$ cat config.mk
export PLATFORM = sky130hd
export DESIGN_NAME = cpr_core_regs
export DESIGN_NICKNAME = d
export VERILOG_FILES = /design/src/hw/cpr_pkg.sv /design/src/hw/cpr_mem_fmt.sv /design/src/hw/cpr_core_regs.sv
export VERILOG_INCLUDE_DIRS = /design/src /design/src/hw
export SDC_FILE = /design/constraint.sdc
export NUM_CORES = 1
export LEC_CHECK = 0
export ABC_AREA = 1
export CORE_MARGIN = 2
export CORE_UTILIZATION = 55
export DETAILED_ROUTE_END_ITERATION = 7
export DONT_BUFFER_PORTS = 1
export PLACE_DENSITY_LB_ADDON = 0.2
export SYNTH_ARGS = -nofsm -noshare
export SYNTH_HDL_FRONTEND = slang
export SYNTH_SLANG_ARGS = --single-unit
$ cat constraint.sdc
create_clock -name clk_i -period 2.2 [get_ports clk_i]
set_input_delay 0.33 -clock clk_i [delete_from_list [all_inputs] [get_ports clk_i]]
set_output_delay 0.33 -clock clk_i [all_outputs]
set_load 0.1 [all_outputs]
$ cat src/hw/cpr_cfg.svh
/*
  Offsets, field positions, reset values and constants of the CPU
  register block. Assumes inclusion by bare name from the design files.
*/
`ifndef CPR_CFG_SVH
`define CPR_CFG_SVH
// ----------------------------------------
// Register port offsets
// ----------------------------------------
`define CPR_A_GW     6'h00
`define CPR_A_GB     6'h08
`define CPR_A_SW     6'h10
`define CPR_A_PC     6'h11
`define CPR_A_CP     6'h12
`define CPR_A_DP     6'h13
`define CPR_A_EP     6'h14
`define CPR_A_TP     6'h15
`define CPR_A_BR     6'h16
`define CPR_A_STAT   6'h17
`define CPR_A_LW     6'h18
`define CPR_A_BCD    6'h20
`define CPR_A_BIT    6'h28
`define CPR_A_PUSH   6'h30
`define CPR_A_POP    6'h31
`define CPR_A_POPD   6'h32
`define CPR_A_EXC    6'h33
// ----------------------------------------
// Status word layout and reset
// ----------------------------------------
`define CPR_SW_WMASK 16'h870f
`define CPR_SW_RST   16'h0700
// ----------------------------------------
// Vectors, stack and decode constants
// ----------------------------------------
`define CPR_VEC_CP   16'h0000
`define CPR_VEC_PC   16'h0002
`define CPR_STK_STEP 16'h0002
`define CPR_PREFIX   8'h00
`define CPR_SYNC_CNT 2'h3
`endif

$ cat src/hw/cpr_pkg.sv
/*
  Types of the CPU register block. Assumes the cfg header for numbers.
*/
package cpr_pkg;
  typedef enum logic [2:0] {SZ_BIT, SZ_BCD, SZ_BYTE, SZ_WORD, SZ_LONG} cpr_size_e;
  typedef enum logic [2:0] {ST_SYNC, ST_VCP, ST_VPC, ST_RUN, ST_STK, ST_POP} cpr_state_e;
  typedef enum logic [2:0] {DC_EA, DC_EXT, DC_OPC, DC_SOP, DC_SEA} cpr_dec_e;
  typedef struct packed {
    logic       trace;
    logic [3:0] rsv_hi;
    logic [2:0] imask;
    logic [3:0] rsv_lo;
    logic [3:0] condition_code_byte;
  } cpr_sw_s;
  typedef struct packed {
    logic [23:0] addr;
    logic        we;
    logic [1:0]  be;
    logic [15:0] wdata;
  } cpr_mreq_s;
  typedef struct packed {
    logic       valid;
    logic [7:0] data;
    logic       op2;
    logic [1:0] ea_len;
  } cpr_ibyte_s;
  typedef struct packed {
    logic        special;
    logic        prefix;
    logic [7:0]  ea;
    logic [15:0] ext;
    logic [15:0] opc;
  } cpr_instr_s;
endpackage

$ cat src/hw/cpr_mem_fmt.sv
/*
  Big-endian lane placement and alignment check for one memory access.
  Assumes a 16-bit bus whose upper lane is the even byte.
*/
`timescale 1ns/1ps
module cpr_mem_fmt (
  input  wire logic [15:0] addr_i,
  input  wire logic        word_i,
  input  wire logic        force_word_i,
  input  wire logic [15:0] data_i,
  output logic             err_o,
  output logic [1:0]       be_o,
  output logic [15:0]      lane_o
);
  logic eff_word;
  // ----------------------------------------
  // Lane placement
  // ----------------------------------------
  // Stack traffic is word wide whatever the operand
  assign eff_word = word_i | force_word_i;
  assign err_o    = eff_word & addr_i[0];
  // Even byte on the upper lane, so bits 15..8 map to address n
  always_comb
  begin
    if (eff_word)
    begin
      be_o   = 2'h3;
      lane_o = data_i;
    end
    else if (addr_i[0])
    begin
      be_o   = 2'h1;
      lane_o = {8'h00, data_i[7:0]};
    end
    else
    begin
      be_o   = 2'h2;
      lane_o = {data_i[7:0], 8'h00};
    end
  end
endmodule

$ cat src/hw/cpr_core_regs.sv
/*
  CPU register file with reset vector load, operand formats, stack
  accesses and instruction byte decoder. Assumes a memory slave on clk_i
  that answers mem_ack_i and a byte fetcher that tags each byte with op2 and ea_len.
*/
// Function
// - Reset loads program counter from vector table
// - Reset sets interrupt mask bits to one
// - Reset clears the trace bit
// - General registers and base register undetermined
// - Only code page loaded, maximum mode only
// - Bit, decimal, byte, word, longword operands
// - Bit 15 most significant, word fills
// - Byte operations keep upper eight bits
// - Decimal digits in bits 7:4, 3:0
// - Longword in even register pair, high first
// - Odd word address raises address error
// - Word big-endian, upper byte at even
// - Word bits 15..8 in even byte
// - Exception stack accesses always word size
// - Stack pointer push/pop always word, step two
// - General format: EA, extension, opcode
// - Extension length zero to two from EA
// - Optional zero prefix before general opcode
// - Special format: opcode first, then EA
// - Reserved status bits read zero, unwritable
`timescale 1ns/1ps
`include "cpr_cfg.svh"
module cpr_core_regs (
  input  wire logic                 clk_i,
  input  wire logic                 rst_n_i,
  input  wire logic                 max_mode_i,
  input  wire logic [5:0]           addr_i,
  input  wire logic [31:0]          wdata_i,
  input  wire logic                 wr_i,
  input  wire logic                 rd_i,
  output logic [31:0]               rdata_o,
  output cpr_pkg::cpr_mreq_s        mem_o,
  output logic                      mem_valid_o,
  input  wire logic                 mem_ack_i,
  input  wire logic [15:0]          mem_rdata_i,
  input  wire cpr_pkg::cpr_ibyte_s  ib_i,
  output logic                      dec_valid_o,
  output cpr_pkg::cpr_instr_s       dec_o
);
  logic [15:0]          gr_ff [0:7];
  logic [15:0]          pc_ff;
  cpr_pkg::cpr_sw_s     sw_ff;
  logic [7:0]           cp_ff, dp_ff, ep_ff, tp_ff, br_ff;
  logic [1:0]           mode_sync_ff;
  logic                 max_ff, boot_done_ff, err_ff;
  logic [1:0]           cnt_ff, idx_ff;
  logic                 exc_ff;
  logic [15:0]          push_ff, popd_ff, item;
  cpr_pkg::cpr_state_e  st_ff;
  cpr_pkg::cpr_size_e   sz;
  logic [2:0]           ri;
  logic [15:0]          sp, sp_dec;
  logic                 issue, fmt_err, push_cmd, pop_cmd, exc_cmd;
  logic [1:0]           fmt_be;
  logic [15:0]          fmt_lane;
  logic [2:0]           ext_info;
  cpr_pkg::cpr_dec_e    dst_ff;
  logic [1:0]           dcnt_ff;
  logic                 op2_ff;
  logic [1:0]           ealen_ff;
  logic                 first_ff;

  // ----------------------------------------
  // Decode of the register port
  // ----------------------------------------
  // Operand size follows the window the address falls in
  always_comb
  begin
    ri = addr_i[2:0];
    case (addr_i[5:3])
      3'h0: sz = cpr_pkg::SZ_WORD;
      3'h1: sz = cpr_pkg::SZ_BYTE;
      3'h3: sz = cpr_pkg::SZ_LONG;
      3'h4: sz = cpr_pkg::SZ_BCD;
      3'h5: sz = cpr_pkg::SZ_BIT;
      default: sz = cpr_pkg::SZ_WORD;
    endcase
  end
  assign sp       = gr_ff[7];
  assign sp_dec   = sp - `CPR_STK_STEP;
  assign push_cmd = wr_i && addr_i == `CPR_A_PUSH && st_ff == cpr_pkg::ST_RUN;
  assign pop_cmd  = wr_i && addr_i == `CPR_A_POP && st_ff == cpr_pkg::ST_RUN;
  assign exc_cmd  = wr_i && addr_i == `CPR_A_EXC && st_ff == cpr_pkg::ST_RUN;
  // Saved item: PC, code page in maximum mode only, status word in that order
  always_comb
  begin
    if (!exc_ff)
      item = push_ff;
    else if (idx_ff == 2'h0)
      item = pc_ff;
    else if (idx_ff == 2'h1)
      item = {8'h00, cp_ff};
    else
      item = sw_ff;
  end
  assign issue = st_ff == cpr_pkg::ST_STK && !mem_valid_o && !sp[0];

  cpr_mem_fmt u_fmt (
    .addr_i       (st_ff == cpr_pkg::ST_STK ? sp_dec : sp),
    .word_i       (1'b0),
    .force_word_i (1'b1),
    .data_i       (item),
    .err_o        (fmt_err),
    .be_o         (fmt_be),
    .lane_o       (fmt_lane)
  );

  // ----------------------------------------
  // Mode strap synchroniser
  // ----------------------------------------
  always_ff @(posedge clk_i or negedge rst_n_i)
  begin
    if (!rst_n_i)
      mode_sync_ff <= 2'h0;
    else
      mode_sync_ff <= {mode_sync_ff[0], max_mode_i};
  end

  // ----------------------------------------
  // Sequencer: vector load and stack traffic
  // ----------------------------------------
  // Strap is sampled only after the synchroniser has filled
  always_ff @(posedge clk_i or negedge rst_n_i)
  begin
    if (!rst_n_i)
    begin
      st_ff        <= cpr_pkg::ST_SYNC;
      cnt_ff       <= 2'h0;
      max_ff       <= 1'b0;
      boot_done_ff <= 1'b0;
      mem_valid_o  <= 1'b0;
      mem_o        <= '0;
      idx_ff       <= 2'h0;
      exc_ff       <= 1'b0;
      push_ff      <= 16'h0000;
      popd_ff      <= 16'h0000;
    end
    else
    begin
      case (st_ff)
        cpr_pkg::ST_SYNC:
        begin
          cnt_ff <= cnt_ff + 2'h1;
          if (cnt_ff == `CPR_SYNC_CNT)
          begin
            max_ff      <= mode_sync_ff[1];
            mem_valid_o <= 1'b1;
            mem_o       <= '{addr: {8'h00, mode_sync_ff[1] ? `CPR_VEC_CP : `CPR_VEC_PC},
                             we: 1'b0, be: 2'h3, wdata: 16'h0000};
            st_ff       <= mode_sync_ff[1] ? cpr_pkg::ST_VCP : cpr_pkg::ST_VPC;
          end
        end
        cpr_pkg::ST_VCP:
          if (mem_ack_i)
          begin
            mem_o.addr <= {8'h00, `CPR_VEC_PC};
            st_ff      <= cpr_pkg::ST_VPC;
          end
        cpr_pkg::ST_VPC:
          if (mem_ack_i)
          begin
            mem_valid_o  <= 1'b0;
            boot_done_ff <= 1'b1;
            st_ff        <= cpr_pkg::ST_RUN;
          end
        cpr_pkg::ST_RUN:
        begin
          if (push_cmd || exc_cmd)
          begin
            push_ff <= wdata_i[15:0];
            exc_ff  <= exc_cmd;
            idx_ff  <= 2'h0;
            st_ff   <= cpr_pkg::ST_STK;
          end
          else if (pop_cmd && !sp[0])
          begin
            mem_valid_o <= 1'b1;
            mem_o       <= '{addr: {tp_ff, sp}, we: 1'b0, be: 2'h3, wdata: 16'h0000};
            st_ff       <= cpr_pkg::ST_POP;
          end
        end
        cpr_pkg::ST_STK:
        begin
          // Odd pointer aborts the whole sequence before any access
          if (!mem_valid_o && sp[0])
            st_ff <= cpr_pkg::ST_RUN;
          else if (issue)
          begin
            mem_valid_o <= 1'b1;
            mem_o       <= '{addr: {tp_ff, sp_dec}, we: 1'b1, be: fmt_be, wdata: fmt_lane};
          end
          else if (mem_ack_i)
          begin
            mem_valid_o <= 1'b0;
            if (exc_ff && idx_ff != 2'h2)
              idx_ff <= (idx_ff == 2'h0 && !max_ff) ? 2'h2 : idx_ff + 2'h1;
            else
              st_ff <= cpr_pkg::ST_RUN;
          end
        end
        cpr_pkg::ST_POP:
          if (mem_ack_i)
          begin
            mem_valid_o <= 1'b0;
            popd_ff     <= mem_rdata_i;
            st_ff       <= cpr_pkg::ST_RUN;
          end
        default: st_ff <= cpr_pkg::ST_SYNC;
      endcase
    end
  end

  // ----------------------------------------
  // Address error flag
  // ----------------------------------------
  // A new error wins over a software clear in the same cycle
  always_ff @(posedge clk_i or negedge rst_n_i)
  begin
    if (!rst_n_i)
      err_ff <= 1'b0;
    else if ((st_ff == cpr_pkg::ST_STK && !mem_valid_o && fmt_err)
             || (pop_cmd && sp[0]))
      err_ff <= 1'b1;
    else if (wr_i && addr_i == `CPR_A_STAT && wdata_i[0])
      err_ff <= 1'b0;
  end

  // ----------------------------------------
  // Program counter, status word, code page
  // ----------------------------------------
  always_ff @(posedge clk_i or negedge rst_n_i)
  begin
    if (!rst_n_i)
    begin
      sw_ff <= `CPR_SW_RST;
      pc_ff <= 16'h0000;
      cp_ff <= 8'h00;
    end
    else
    begin
      if (st_ff == cpr_pkg::ST_VPC && mem_ack_i)
        pc_ff <= mem_rdata_i;
      else if (wr_i && addr_i == `CPR_A_PC)
        pc_ff <= wdata_i[15:0];
      if (st_ff == cpr_pkg::ST_VCP && mem_ack_i)
        cp_ff <= mem_rdata_i[7:0];
      else if (wr_i && addr_i == `CPR_A_CP)
        cp_ff <= wdata_i[7:0];
      if (wr_i && addr_i == `CPR_A_SW)
        sw_ff <= wdata_i[15:0] & `CPR_SW_WMASK;
    end
  end

  // ----------------------------------------
  // Registers without reset value
  // ----------------------------------------
  // No reset flops: contents are undefined until software writes
  always_ff @(posedge clk_i)
  begin
    if (wr_i && addr_i == `CPR_A_DP)
      dp_ff <= wdata_i[7:0];
    if (wr_i && addr_i == `CPR_A_EP)
      ep_ff <= wdata_i[7:0];
    if (wr_i && addr_i == `CPR_A_TP)
      tp_ff <= wdata_i[7:0];
    if (wr_i && addr_i == `CPR_A_BR)
      br_ff <= wdata_i[7:0];
  end

  // Operand writes into the general registers
  always_ff @(posedge clk_i)
  begin
    if (wr_i)
      case (sz)
        cpr_pkg::SZ_WORD:
          if (addr_i[5:3] == 3'h0)
            gr_ff[ri] <= wdata_i[15:0];
        cpr_pkg::SZ_BYTE, cpr_pkg::SZ_BCD:
          gr_ff[ri][7:0] <= wdata_i[7:0];
        cpr_pkg::SZ_LONG:
          if (!addr_i[2])
          begin
            gr_ff[{addr_i[1:0], 1'b0}] <= wdata_i[31:16];
            gr_ff[{addr_i[1:0], 1'b1}] <= wdata_i[15:0];
          end
        cpr_pkg::SZ_BIT:
          gr_ff[wdata_i[7:5]][wdata_i[3:0]] <= wdata_i[4];
        default: ;
      endcase
    if (issue)
      gr_ff[7] <= sp_dec;
    else if (st_ff == cpr_pkg::ST_POP && mem_ack_i)
      gr_ff[7] <= sp + `CPR_STK_STEP;
  end

  // ----------------------------------------
  // Read data, one cycle after the strobe
  // ----------------------------------------
  always_ff @(posedge clk_i or negedge rst_n_i)
  begin
    if (!rst_n_i)
      rdata_o <= 32'h0000_0000;
    else if (!rd_i)
      rdata_o <= 32'h0000_0000;
    else if (addr_i[5:3] == 3'h0)
      rdata_o <= {16'h0000, gr_ff[ri]};
    else if (addr_i[5:3] == 3'h1 || addr_i[5:3] == 3'h4)
      rdata_o <= {24'h00_0000, gr_ff[ri][7:0]};
    else if (addr_i[5:2] == 4'h6)
      rdata_o <= {gr_ff[{addr_i[1:0], 1'b0}], gr_ff[{addr_i[1:0], 1'b1}]};
    else
      case (addr_i)
        `CPR_A_SW:   rdata_o <= {16'h0000, sw_ff & `CPR_SW_WMASK};
        `CPR_A_PC:   rdata_o <= {16'h0000, pc_ff};
        `CPR_A_CP:   rdata_o <= {24'h00_0000, cp_ff};
        `CPR_A_DP:   rdata_o <= {24'h00_0000, dp_ff};
        `CPR_A_EP:   rdata_o <= {24'h00_0000, ep_ff};
        `CPR_A_TP:   rdata_o <= {24'h00_0000, tp_ff};
        `CPR_A_BR:   rdata_o <= {24'h00_0000, br_ff};
        `CPR_A_STAT: rdata_o <= {28'h000_0000, st_ff == cpr_pkg::ST_RUN,
                                 max_ff, boot_done_ff, err_ff};
        `CPR_A_POPD: rdata_o <= {16'h0000, popd_ff};
        default:     rdata_o <= 32'h0000_0000;
      endcase
  end

  // ----------------------------------------
  // Instruction byte decoder
  // ----------------------------------------
  // {known, length} of the extension named by an EA byte
  always_comb
  begin
    casez (ib_i.data)
      8'b1010????, 8'b1011????, 8'b1100????, 8'b1101????: ext_info = 3'h4;
      8'b1110????, 8'h04, 8'b0000?101:                     ext_info = 3'h5;
      8'b1111????, 8'h0c, 8'b0001?101:                     ext_info = 3'h6;
      default:                                            ext_info = 3'h0;
    endcase
  end

  always_ff @(posedge clk_i or negedge rst_n_i)
  begin
    if (!rst_n_i)
    begin
      dst_ff      <= cpr_pkg::DC_EA;
      dcnt_ff     <= 2'h0;
      op2_ff      <= 1'b0;
      ealen_ff    <= 2'h0;
      first_ff    <= 1'b0;
      dec_valid_o <= 1'b0;
      dec_o       <= '0;
    end
    else
    begin
      dec_valid_o <= 1'b0;
      if (ib_i.valid)
        case (dst_ff)
          cpr_pkg::DC_EA:
          begin
            dec_o    <= '0;
            dcnt_ff  <= ext_info[1:0];
            first_ff <= 1'b1;
            if (ext_info[2])
            begin
              dec_o.ea <= ib_i.data;
              dst_ff   <= ext_info[1:0] == 2'h0 ? cpr_pkg::DC_OPC : cpr_pkg::DC_EXT;
            end
            else
            begin
              dec_o.special  <= 1'b1;
              dec_o.opc[7:0] <= ib_i.data;
              op2_ff         <= ib_i.op2;
              ealen_ff       <= ib_i.ea_len;
              dcnt_ff        <= ib_i.ea_len;
              if (ib_i.op2)
                dst_ff <= cpr_pkg::DC_SOP;
              else if (ib_i.ea_len != 2'h0)
                dst_ff <= cpr_pkg::DC_SEA;
              else
              begin
                dec_valid_o <= 1'b1;
                dst_ff      <= cpr_pkg::DC_EA;
              end
            end
          end
          cpr_pkg::DC_EXT:
          begin
            dec_o.ext <= {dec_o.ext[7:0], ib_i.data};
            dcnt_ff   <= dcnt_ff - 2'h1;
            if (dcnt_ff == 2'h1)
              dst_ff <= cpr_pkg::DC_OPC;
          end
          cpr_pkg::DC_OPC:
            if (ib_i.data == `CPR_PREFIX && !dec_o.prefix)
              dec_o.prefix <= 1'b1;
            else
            begin
              dec_o.opc   <= {dec_o.prefix ? `CPR_PREFIX : 8'h00, ib_i.data};
              dec_valid_o <= 1'b1;
              dst_ff      <= cpr_pkg::DC_EA;
            end
          cpr_pkg::DC_SOP:
          begin
            dec_o.opc <= {dec_o.opc[7:0], ib_i.data};
            if (ealen_ff != 2'h0)
              dst_ff <= cpr_pkg::DC_SEA;
            else
            begin
              dec_valid_o <= 1'b1;
              dst_ff      <= cpr_pkg::DC_EA;
            end
          end
          cpr_pkg::DC_SEA:
          begin
            first_ff <= 1'b0;
            if (first_ff)
              dec_o.ea <= ib_i.data;
            else
              dec_o.ext <= {dec_o.ext[7:0], ib_i.data};
            dcnt_ff <= dcnt_ff - 2'h1;
            if (dcnt_ff == 2'h1)
            begin
              dec_valid_o <= 1'b1;
              dst_ff      <= cpr_pkg::DC_EA;
            end
          end
          default: dst_ff <= cpr_pkg::DC_EA;
        endcase
    end
  end

  // ----------------------------------------
  // Assertions
  // ----------------------------------------
  property p_pc_vec;
    @(posedge clk_i) disable iff (!rst_n_i)
    st_ff == cpr_pkg::ST_VPC && mem_ack_i |=> pc_ff == $past(mem_rdata_i);
  endproperty
  a_pc_vec: assert property (p_pc_vec) else $error("pc not loaded from vector");
  property p_mask_boot;
    @(posedge clk_i) disable iff (!rst_n_i)
    !boot_done_ff |-> sw_ff.imask == 3'h7;
  endproperty
  a_mask_boot: assert property (p_mask_boot) else $error("mask not all ones");
  property p_trace_boot;
    @(posedge clk_i) disable iff (!rst_n_i)
    !boot_done_ff |-> !sw_ff.trace;
  endproperty
  a_trace_boot: assert property (p_trace_boot) else $error("trace set at boot");
  property p_rsv;
    @(posedge clk_i) disable iff (!rst_n_i)
    rd_i && addr_i == `CPR_A_SW |=> (rdata_o[15:0] & ~`CPR_SW_WMASK) == 16'h0000;
  endproperty
  a_rsv: assert property (p_rsv) else $error("reserved status bits set");
  property p_byte_keep;
    @(posedge clk_i) disable iff (!rst_n_i)
    wr_i && addr_i == `CPR_A_GB && st_ff == cpr_pkg::ST_RUN
      |=> gr_ff[0][15:8] == $past(gr_ff[0][15:8]);
  endproperty
  a_byte_keep: assert property (p_byte_keep) else $error("upper byte changed");
  property p_long_rd;
    @(posedge clk_i) disable iff (!rst_n_i)
    rd_i && addr_i[5:2] == 4'h6
      |=> rdata_o == {$past(gr_ff[{addr_i[1:0], 1'b0}]), $past(gr_ff[{addr_i[1:0], 1'b1}])};
  endproperty
  a_long_rd: assert property (p_long_rd) else $error("longword pair wrong");
  property p_no_odd;
    @(posedge clk_i) disable iff (!rst_n_i)
    mem_valid_o && mem_o.be == 2'h3 |-> !mem_o.addr[0];
  endproperty
  a_no_odd: assert property (p_no_odd) else $error("odd word access issued");
  property p_stk_word;
    @(posedge clk_i) disable iff (!rst_n_i)
    mem_valid_o && (st_ff == cpr_pkg::ST_STK || st_ff == cpr_pkg::ST_POP) |-> mem_o.be == 2'h3;
  endproperty
  a_stk_word: assert property (p_stk_word) else $error("stack access not word");
  property p_push_step;
    @(posedge clk_i) disable iff (!rst_n_i)
    issue |=> gr_ff[7] == $past(gr_ff[7]) - `CPR_STK_STEP ##1 mem_valid_o;
  endproperty
  a_push_step: assert property (p_push_step) else $error("push step not two");
  property p_odd_err;
    @(posedge clk_i) disable iff (!rst_n_i)
    pop_cmd && sp[0] |=> err_ff && !mem_valid_o;
  endproperty
  a_odd_err: assert property (p_odd_err) else $error("odd pop without error");
  c_boot_max: cover property (@(posedge clk_i) disable iff (!rst_n_i)
    $rose(boot_done_ff) && max_ff);
  c_exc: cover property (@(posedge clk_i) disable iff (!rst_n_i)
    exc_ff && idx_ff == 2'h2 && mem_ack_i);
  c_err: cover property (@(posedge clk_i) disable iff (!rst_n_i) $rose(err_ff));
  c_pfx: cover property (@(posedge clk_i) disable iff (!rst_n_i)
    dec_valid_o && dec_o.prefix);
endmodule

# Word-level counts from Yosys, hierarchy flattened
# Memories as Yosys holds them, arrays and structs flattened.
# Cells that the tools add are included.
[totals]
mem_count = 1
ff_bits = 236
wordCells = 304
mem_bits_rw = 128
output_inout_bits = 119
input_bits = 72
[classes]
order_cmp = 2
addsub = 5
mux = 111
n_eq_ne = 65
n_bitwise = 3
n_reduce_logical = 82
[mem_list]
columns = ["name", "words", "width", "read_ports", "rd_clocked_by_memory_dff", "write_ports", "line_no", "rtl"]
rows = [
  ["gr_ff", 8, 16, 4, 0, 3, "cpr_core_regs.sv:46", "logic [15:0] gr_ff [0:7];"],
]
[op_table]
columns = ["cell", "count"]
rows = [
  ["43-bit two-way mux", 5],
  ["16-bit two-way mux", 12],
  ["16-bit one-hot mux with 9 select lines", 1],
  ["32-bit two-way mux", 4],
  ["16-bit one-hot mux with 3 select lines", 2],
  ["24-bit one-hot mux with 4 select lines", 1],
  ["19-bit one-hot mux with 3 select lines", 1],
  ["3-bit two-way mux", 18],
  ["6-bit by 5-bit == test with 1-bit output (second input constant)", 8],
  ["8-bit two-way mux", 6],
  ["1-bit two-way mux", 37],
  ["16-bit OR reduction", 2],
  ["2-bit != test (second input constant)", 15],
  ["3-bit one-hot mux with 5 select lines", 2],
  ["1-bit logical AND", 28],
  ["4-bit == test (second input constant)", 6],
  ["6-bit == test (second input constant)", 4],
  ["24-bit two-way mux", 1],
  ["2-bit two-way mux", 11],
  ["3-bit by 2-bit == test with 1-bit output (second input constant)", 7],
  ["3-bit == test (second input constant)", 6],
  ["2-bit nonzero test", 9],
  ["16-bit by 2-bit adder with 16-bit output (second input constant)", 1],
  ["8-bit one-hot mux with 2 select lines", 1],
  ["other kinds (40)", 80],
]

# Depth between registers and ports, before layout
[depth]
depth_word = 10
mapped_depth = 12
ltp_nobuf = 11

# Cells and area by module
# From an unflattened synthesis, not the netlist that was laid out.
[unflattened]
cells_unflattened = 2500
hier_area_um2 = 19802.7
[modules_own_cells]
columns = ["mod", "n_inst", "seq_area_each_um2", "area_per_inst_um2", "cells_per_inst"]
rows = [
  ["cpr_core_regs", 1, 9913.3, 19406.1, 2408],
  ["cpr_mem_fmt", 1, 0.0, 396.6, 92],
]

# Least setup slack after synthesis
# OpenSTA, ideal clock, no wires.
[synth_timing]
path_type = "register to register"
from = "register mem_valid_o"
to = "memory gr_ff[7][10], enable pin"
path_buffers = 1
path_stages_with_launch = 9
arrival_ps = 2024
synth_period_minus_slack_ps = 2284
setup_slack_ps = -84
setup_time_ps = 259
required_ps = 1941
cell_sequence = "dfrtp_1 > inv_1 > nand2_1 > nor2_1 > inv_1 > nand2_1 > a21oi_1 > buf_2 > o21ai_1"
[synth_rtl]
columns = ["item", "line_no", "rtl"]
rows = [
  ["start, declared", "cpr_core_regs.sv:39", "output logic mem_valid_o,"],
  ["start signal, assigned", "cpr_core_regs.sv:137", "mem_valid_o <= 1'b0;"],
  ["start signal, assigned", "cpr_core_regs.sv:153", "mem_valid_o <= 1'b1;"],
  ["start signal, assigned", "cpr_core_regs.sv:168", "mem_valid_o <= 1'b0;"],
  ["end, declared", "cpr_core_regs.sv:46", ""],
]

==> results.cfg <==
[status]
status = complete, but fails checks
violations = hold timing

[grt]
grt_max_degree = 204
grt_pass1_vias = 17263
track_usage = 0.3612
grt.overflow.total = 0
grt_first_pass_wirelength_mm = 99.51
antenna_found_initial = 0

[timing]
min_period_over_period = 0.9098
min_period_ns = 2.001
slew_headroom = 0.3206
fmax_ghz = 0.4996
slew_violations = 0
setup_violations = 0
tightest_slew_ns = 0.9935
hold_viol = 203
hold_ws_ns = -0.5109
fin_tns_setup_ns = 0
finClkSkew_ns = 0.02178
grt_setup_unrepaired = no

[floorplan]
io_pins = 191
core-area_um2 = 34290
initial_core_util = 0.5556
row_count = 68
dieArea_um2 = 36150
die_w_um = 190.1
die-height_um = 190.1

[setup_path]
crit_slowest_cell = dfrtp_1
required_ns = 2.47
crit_type = reg -> reg
cp.arrival_ns = 2.28
end_kind = register
critPathMaxFanout = 15
crit_buf_inv = 2
worst_setup_path_start_kind = register
max_stage_delay_ns = 0.44
cp_top_family = simple AND/OR/NAND/NOR gates
path_cells = nor2_2 -> nand2_2 -> nor2_1 -> inv_1 -> nand2_1 -> inv_1 -> nand2_1 -> o211ai_1

[run]
cap_violations = 0

[pwr]
total_power_mw = 23.90
switchingPower_mw = 9.819
pwr-share-seq = 0.367
switching_share = 0.4109
p_clk_frac = 0.277
power.share.combinational = 0.356
power_density_nw_per_um2 = 1070
p_int_mw = 14.08
leakage_nw = 9.935
irDropWorstVdd_v = 0.001232

[logic_synthesis]
synth.cell_area_um2 = 19050
async_reset_ff_frac = 0.5592
synth_cells = 2302
ys_types = 50
avgSynthCellArea_um2 = 8.276
syn_nets = 2381
seq_area_frac_synth = 0.5190
synth_edf_count = 160
yosysWarnings = 0
ys_ff_latch = 363
ys.flop_type = dfrtp_1

[cts]
clockRootBuffer = clkbuf_16
h-tree-depth = 2
cts_hold_buf = 36
cts_tree = done
cts_buffers = 40
clkTransAtPathRegs_ns = 0.06
cts_sinks = 363
clock_latency_ns = 0.55
clk_path_buf_depth = 3
cts_post_setup_buffers_inserted = 0

[final_layout]
nNetsFinal = 2542
stdcell_area_um2 = 22340
fin_util = 0.6515
drive_above_1_share = 0.1420
area_delta_synth_final_pct = 17.26

[route]
wl_per_cell_um = 22.07
drt_iter0_markers = 2120
viasPerCell = 6.165
wl_mm = 65.07
first_pass_iters = 8
ant_nets = 0
vias = 18180
route.detailed.drc = 0

[placed_design]
place.gp.congestion = 1.023
place_area_um2 = 20690
dpl.hpwl_mm = 45.44
port_buffers = 0

[worst_hold_path]
hold_path.class = in -> async
## worst paths after layout
path | startpoint | to | slack, ns | cells after the start
worst min register to register | mode_sync_ff[0]$_DFF_PN0_ | mode_sync_ff[1]$_DFF_PN0_ | 0.36 | 0
min in group clk_i | wdata_i[4] | gr_ff[4][4]$_DFFE_PP_ | 0.01 | 2
worst max-delay path | st_ff[0]$_DFFE_PN0P_ | gr_ff[7][7]$_DFFE_PP_ | 0.20 | 8
worst min-delay path | rst_n_i | mode_sync_ff[0]$_DFF_PN0_ | -0.51 | 0
worst max register to register | st_ff[0]$_DFFE_PN0P_ | gr_ff[7][7]$_DFFE_PP_ | 0.20 | 8
max in group asynchronous | rst_n_i | dec_o[36]$_DFFE_PN0P_ | 2.37 | 0
## state kept, by name, summed over array words and instances, names as in the netlist, 2 cells and up
name	flops
sw_ff	8
mode_sync_ff	2
idx_ff	2
pc_ff	16
st_ff	3
dst_ff	3
push_ff	16
ep_ff	8
br_ff	8
dec_o	42
cp_ff	8
ealen_ff	2
cnt_ff	2
popd_ff	16
gr_ff	128
dcnt_ff	2
tp_ff	8
dp_ff	8
mem_o	42
rdata_o	32
## power groups by stage
stage / logic [mW] / clock network (mW) / registers (mW)
floorplan: 3.50 / 0 / 11.6
global placement: 8.17 / 0 / 8.84
detailed placement: 8.30 / 0 / 8.88
CTS: 8.43 / 6.67 / 8.76
global route: 9.14 / 6.93 / 8.88
finish: 8.50 / 6.63 / 8.77
## logic make-up (layout without fill, tap and decap cells)
logic type / after synthesis / after routing / share of synthesized area
and+or+nand+nor: 949 / 949 / 0.2113
AOI/OAI and AO/OA: 641 / 641 / 0.1903
other: 0 / 1 / 0
buffers and inverters: 330 / 521 / 0.06935
xor gates and xnor gates: 12 / 12 / 0.005516
DFF: 363 / 363 / 0.5190
adders and majority gates: 7 / 7 / 0.004597
## cell type report
type	instances	area [um2]
flip-flops and latches	363	9891
repair buffers	239	1959
clock inverters	14	127.6
diodes	1	2.502
well taps	455	569.3
clock buffers	58	1150
inverters	210	788.3
multi-input cells	1609	7853
fillers	2939	11950
## placed cells by master, fill, tap and decap left out, types with 6 or more instances in the layout
cell,count
nand2_1,585
o21ai_0,388
dfrtp_1,198
buf_4,197
inv_1,188
edfxtp_1,160
nor2_1,145
nand3_1,118
o21ai_1,55
o211ai_1,43
clkbuf_16,41
a21oi_1,40
dlygate4sd3_1,36
o22ai_1,33
or2_2,22
inv_2,18
nor3_1,18
a31oi_1,18
nand4_1,16
o2111ai_1,15
o221ai_1,13
xor2_1,12
clkbuf_1,11
nand2_2,10
nor2_2,8
o21ai_2,7
nor4_1,7
ha_1,7
clkinv_2,7
clkbuf_8,6
buf_12,6
## cell usage after synthesis (22+ instances only)
cell | number | share of area
nand2_1 | 585 | 0.12
o21ai_0 | 388 | 0.10
dfrtp_1 | 200 | 0.26
inv_1 | 188 | 0.037
edfxtp_1 | 160 | 0.25
nor2_1 | 146 | 0.029
nand3_1 | 118 | 0.031
clkbuf_1 | 77 | 0.015
o21ai_1 | 55 | 0.014
o211ai_1 | 43 | 0.017
a21oi_1 | 42 | 0.011
buf_2 | 36 | 0.0095
o22ai_1 | 33 | 0.011
or2_2 | 22 | 0.0072
## stage by stage
step	cells	setup slack, ns
2_1_floorplan	2302	0.2177
3_3_place_gp	2840	-0.05486
3_5_place_dp	2840	-0.06726
4_1_cts	2948	0.2282
5_1_grt	2948	0.01028
6_report	2949	0.1985
## per-layer routing
metal / global-route usage / share of wire / wire (um) / vias up
met5: 0 / 0 / 0 / -
met4: 0.1747 / 0.053 / 3439 / 0
met3: 0.08301 / 0.12 / 7687 / 244
met2: 0.5569 / 0.44 / 28930 / 1181
met1: 0.4841 / 0.38 / 25020 / 8563
li1: - / - / - / 8192
## repair_timing
action | in CTS | in global routing
setup endpoints to repair | 9 | 2
gates resized for setup | 1 | 1
hold endpoints to repair | 316 | 203
pin swaps | 0 | 1
## worst reg2reg max path: stages, from the launching register on
cell and delay, ns:
dfrtp_1 0.44, nor2_2 0.16, nand2_2 0.07, nor2_1 0.14, inv_1 0.08, nand2_1 0.17, inv_1 0.30, nand2_1 0.25
o211ai_1 0.13
Note: power is estimated with default switching activity, not from simulation.
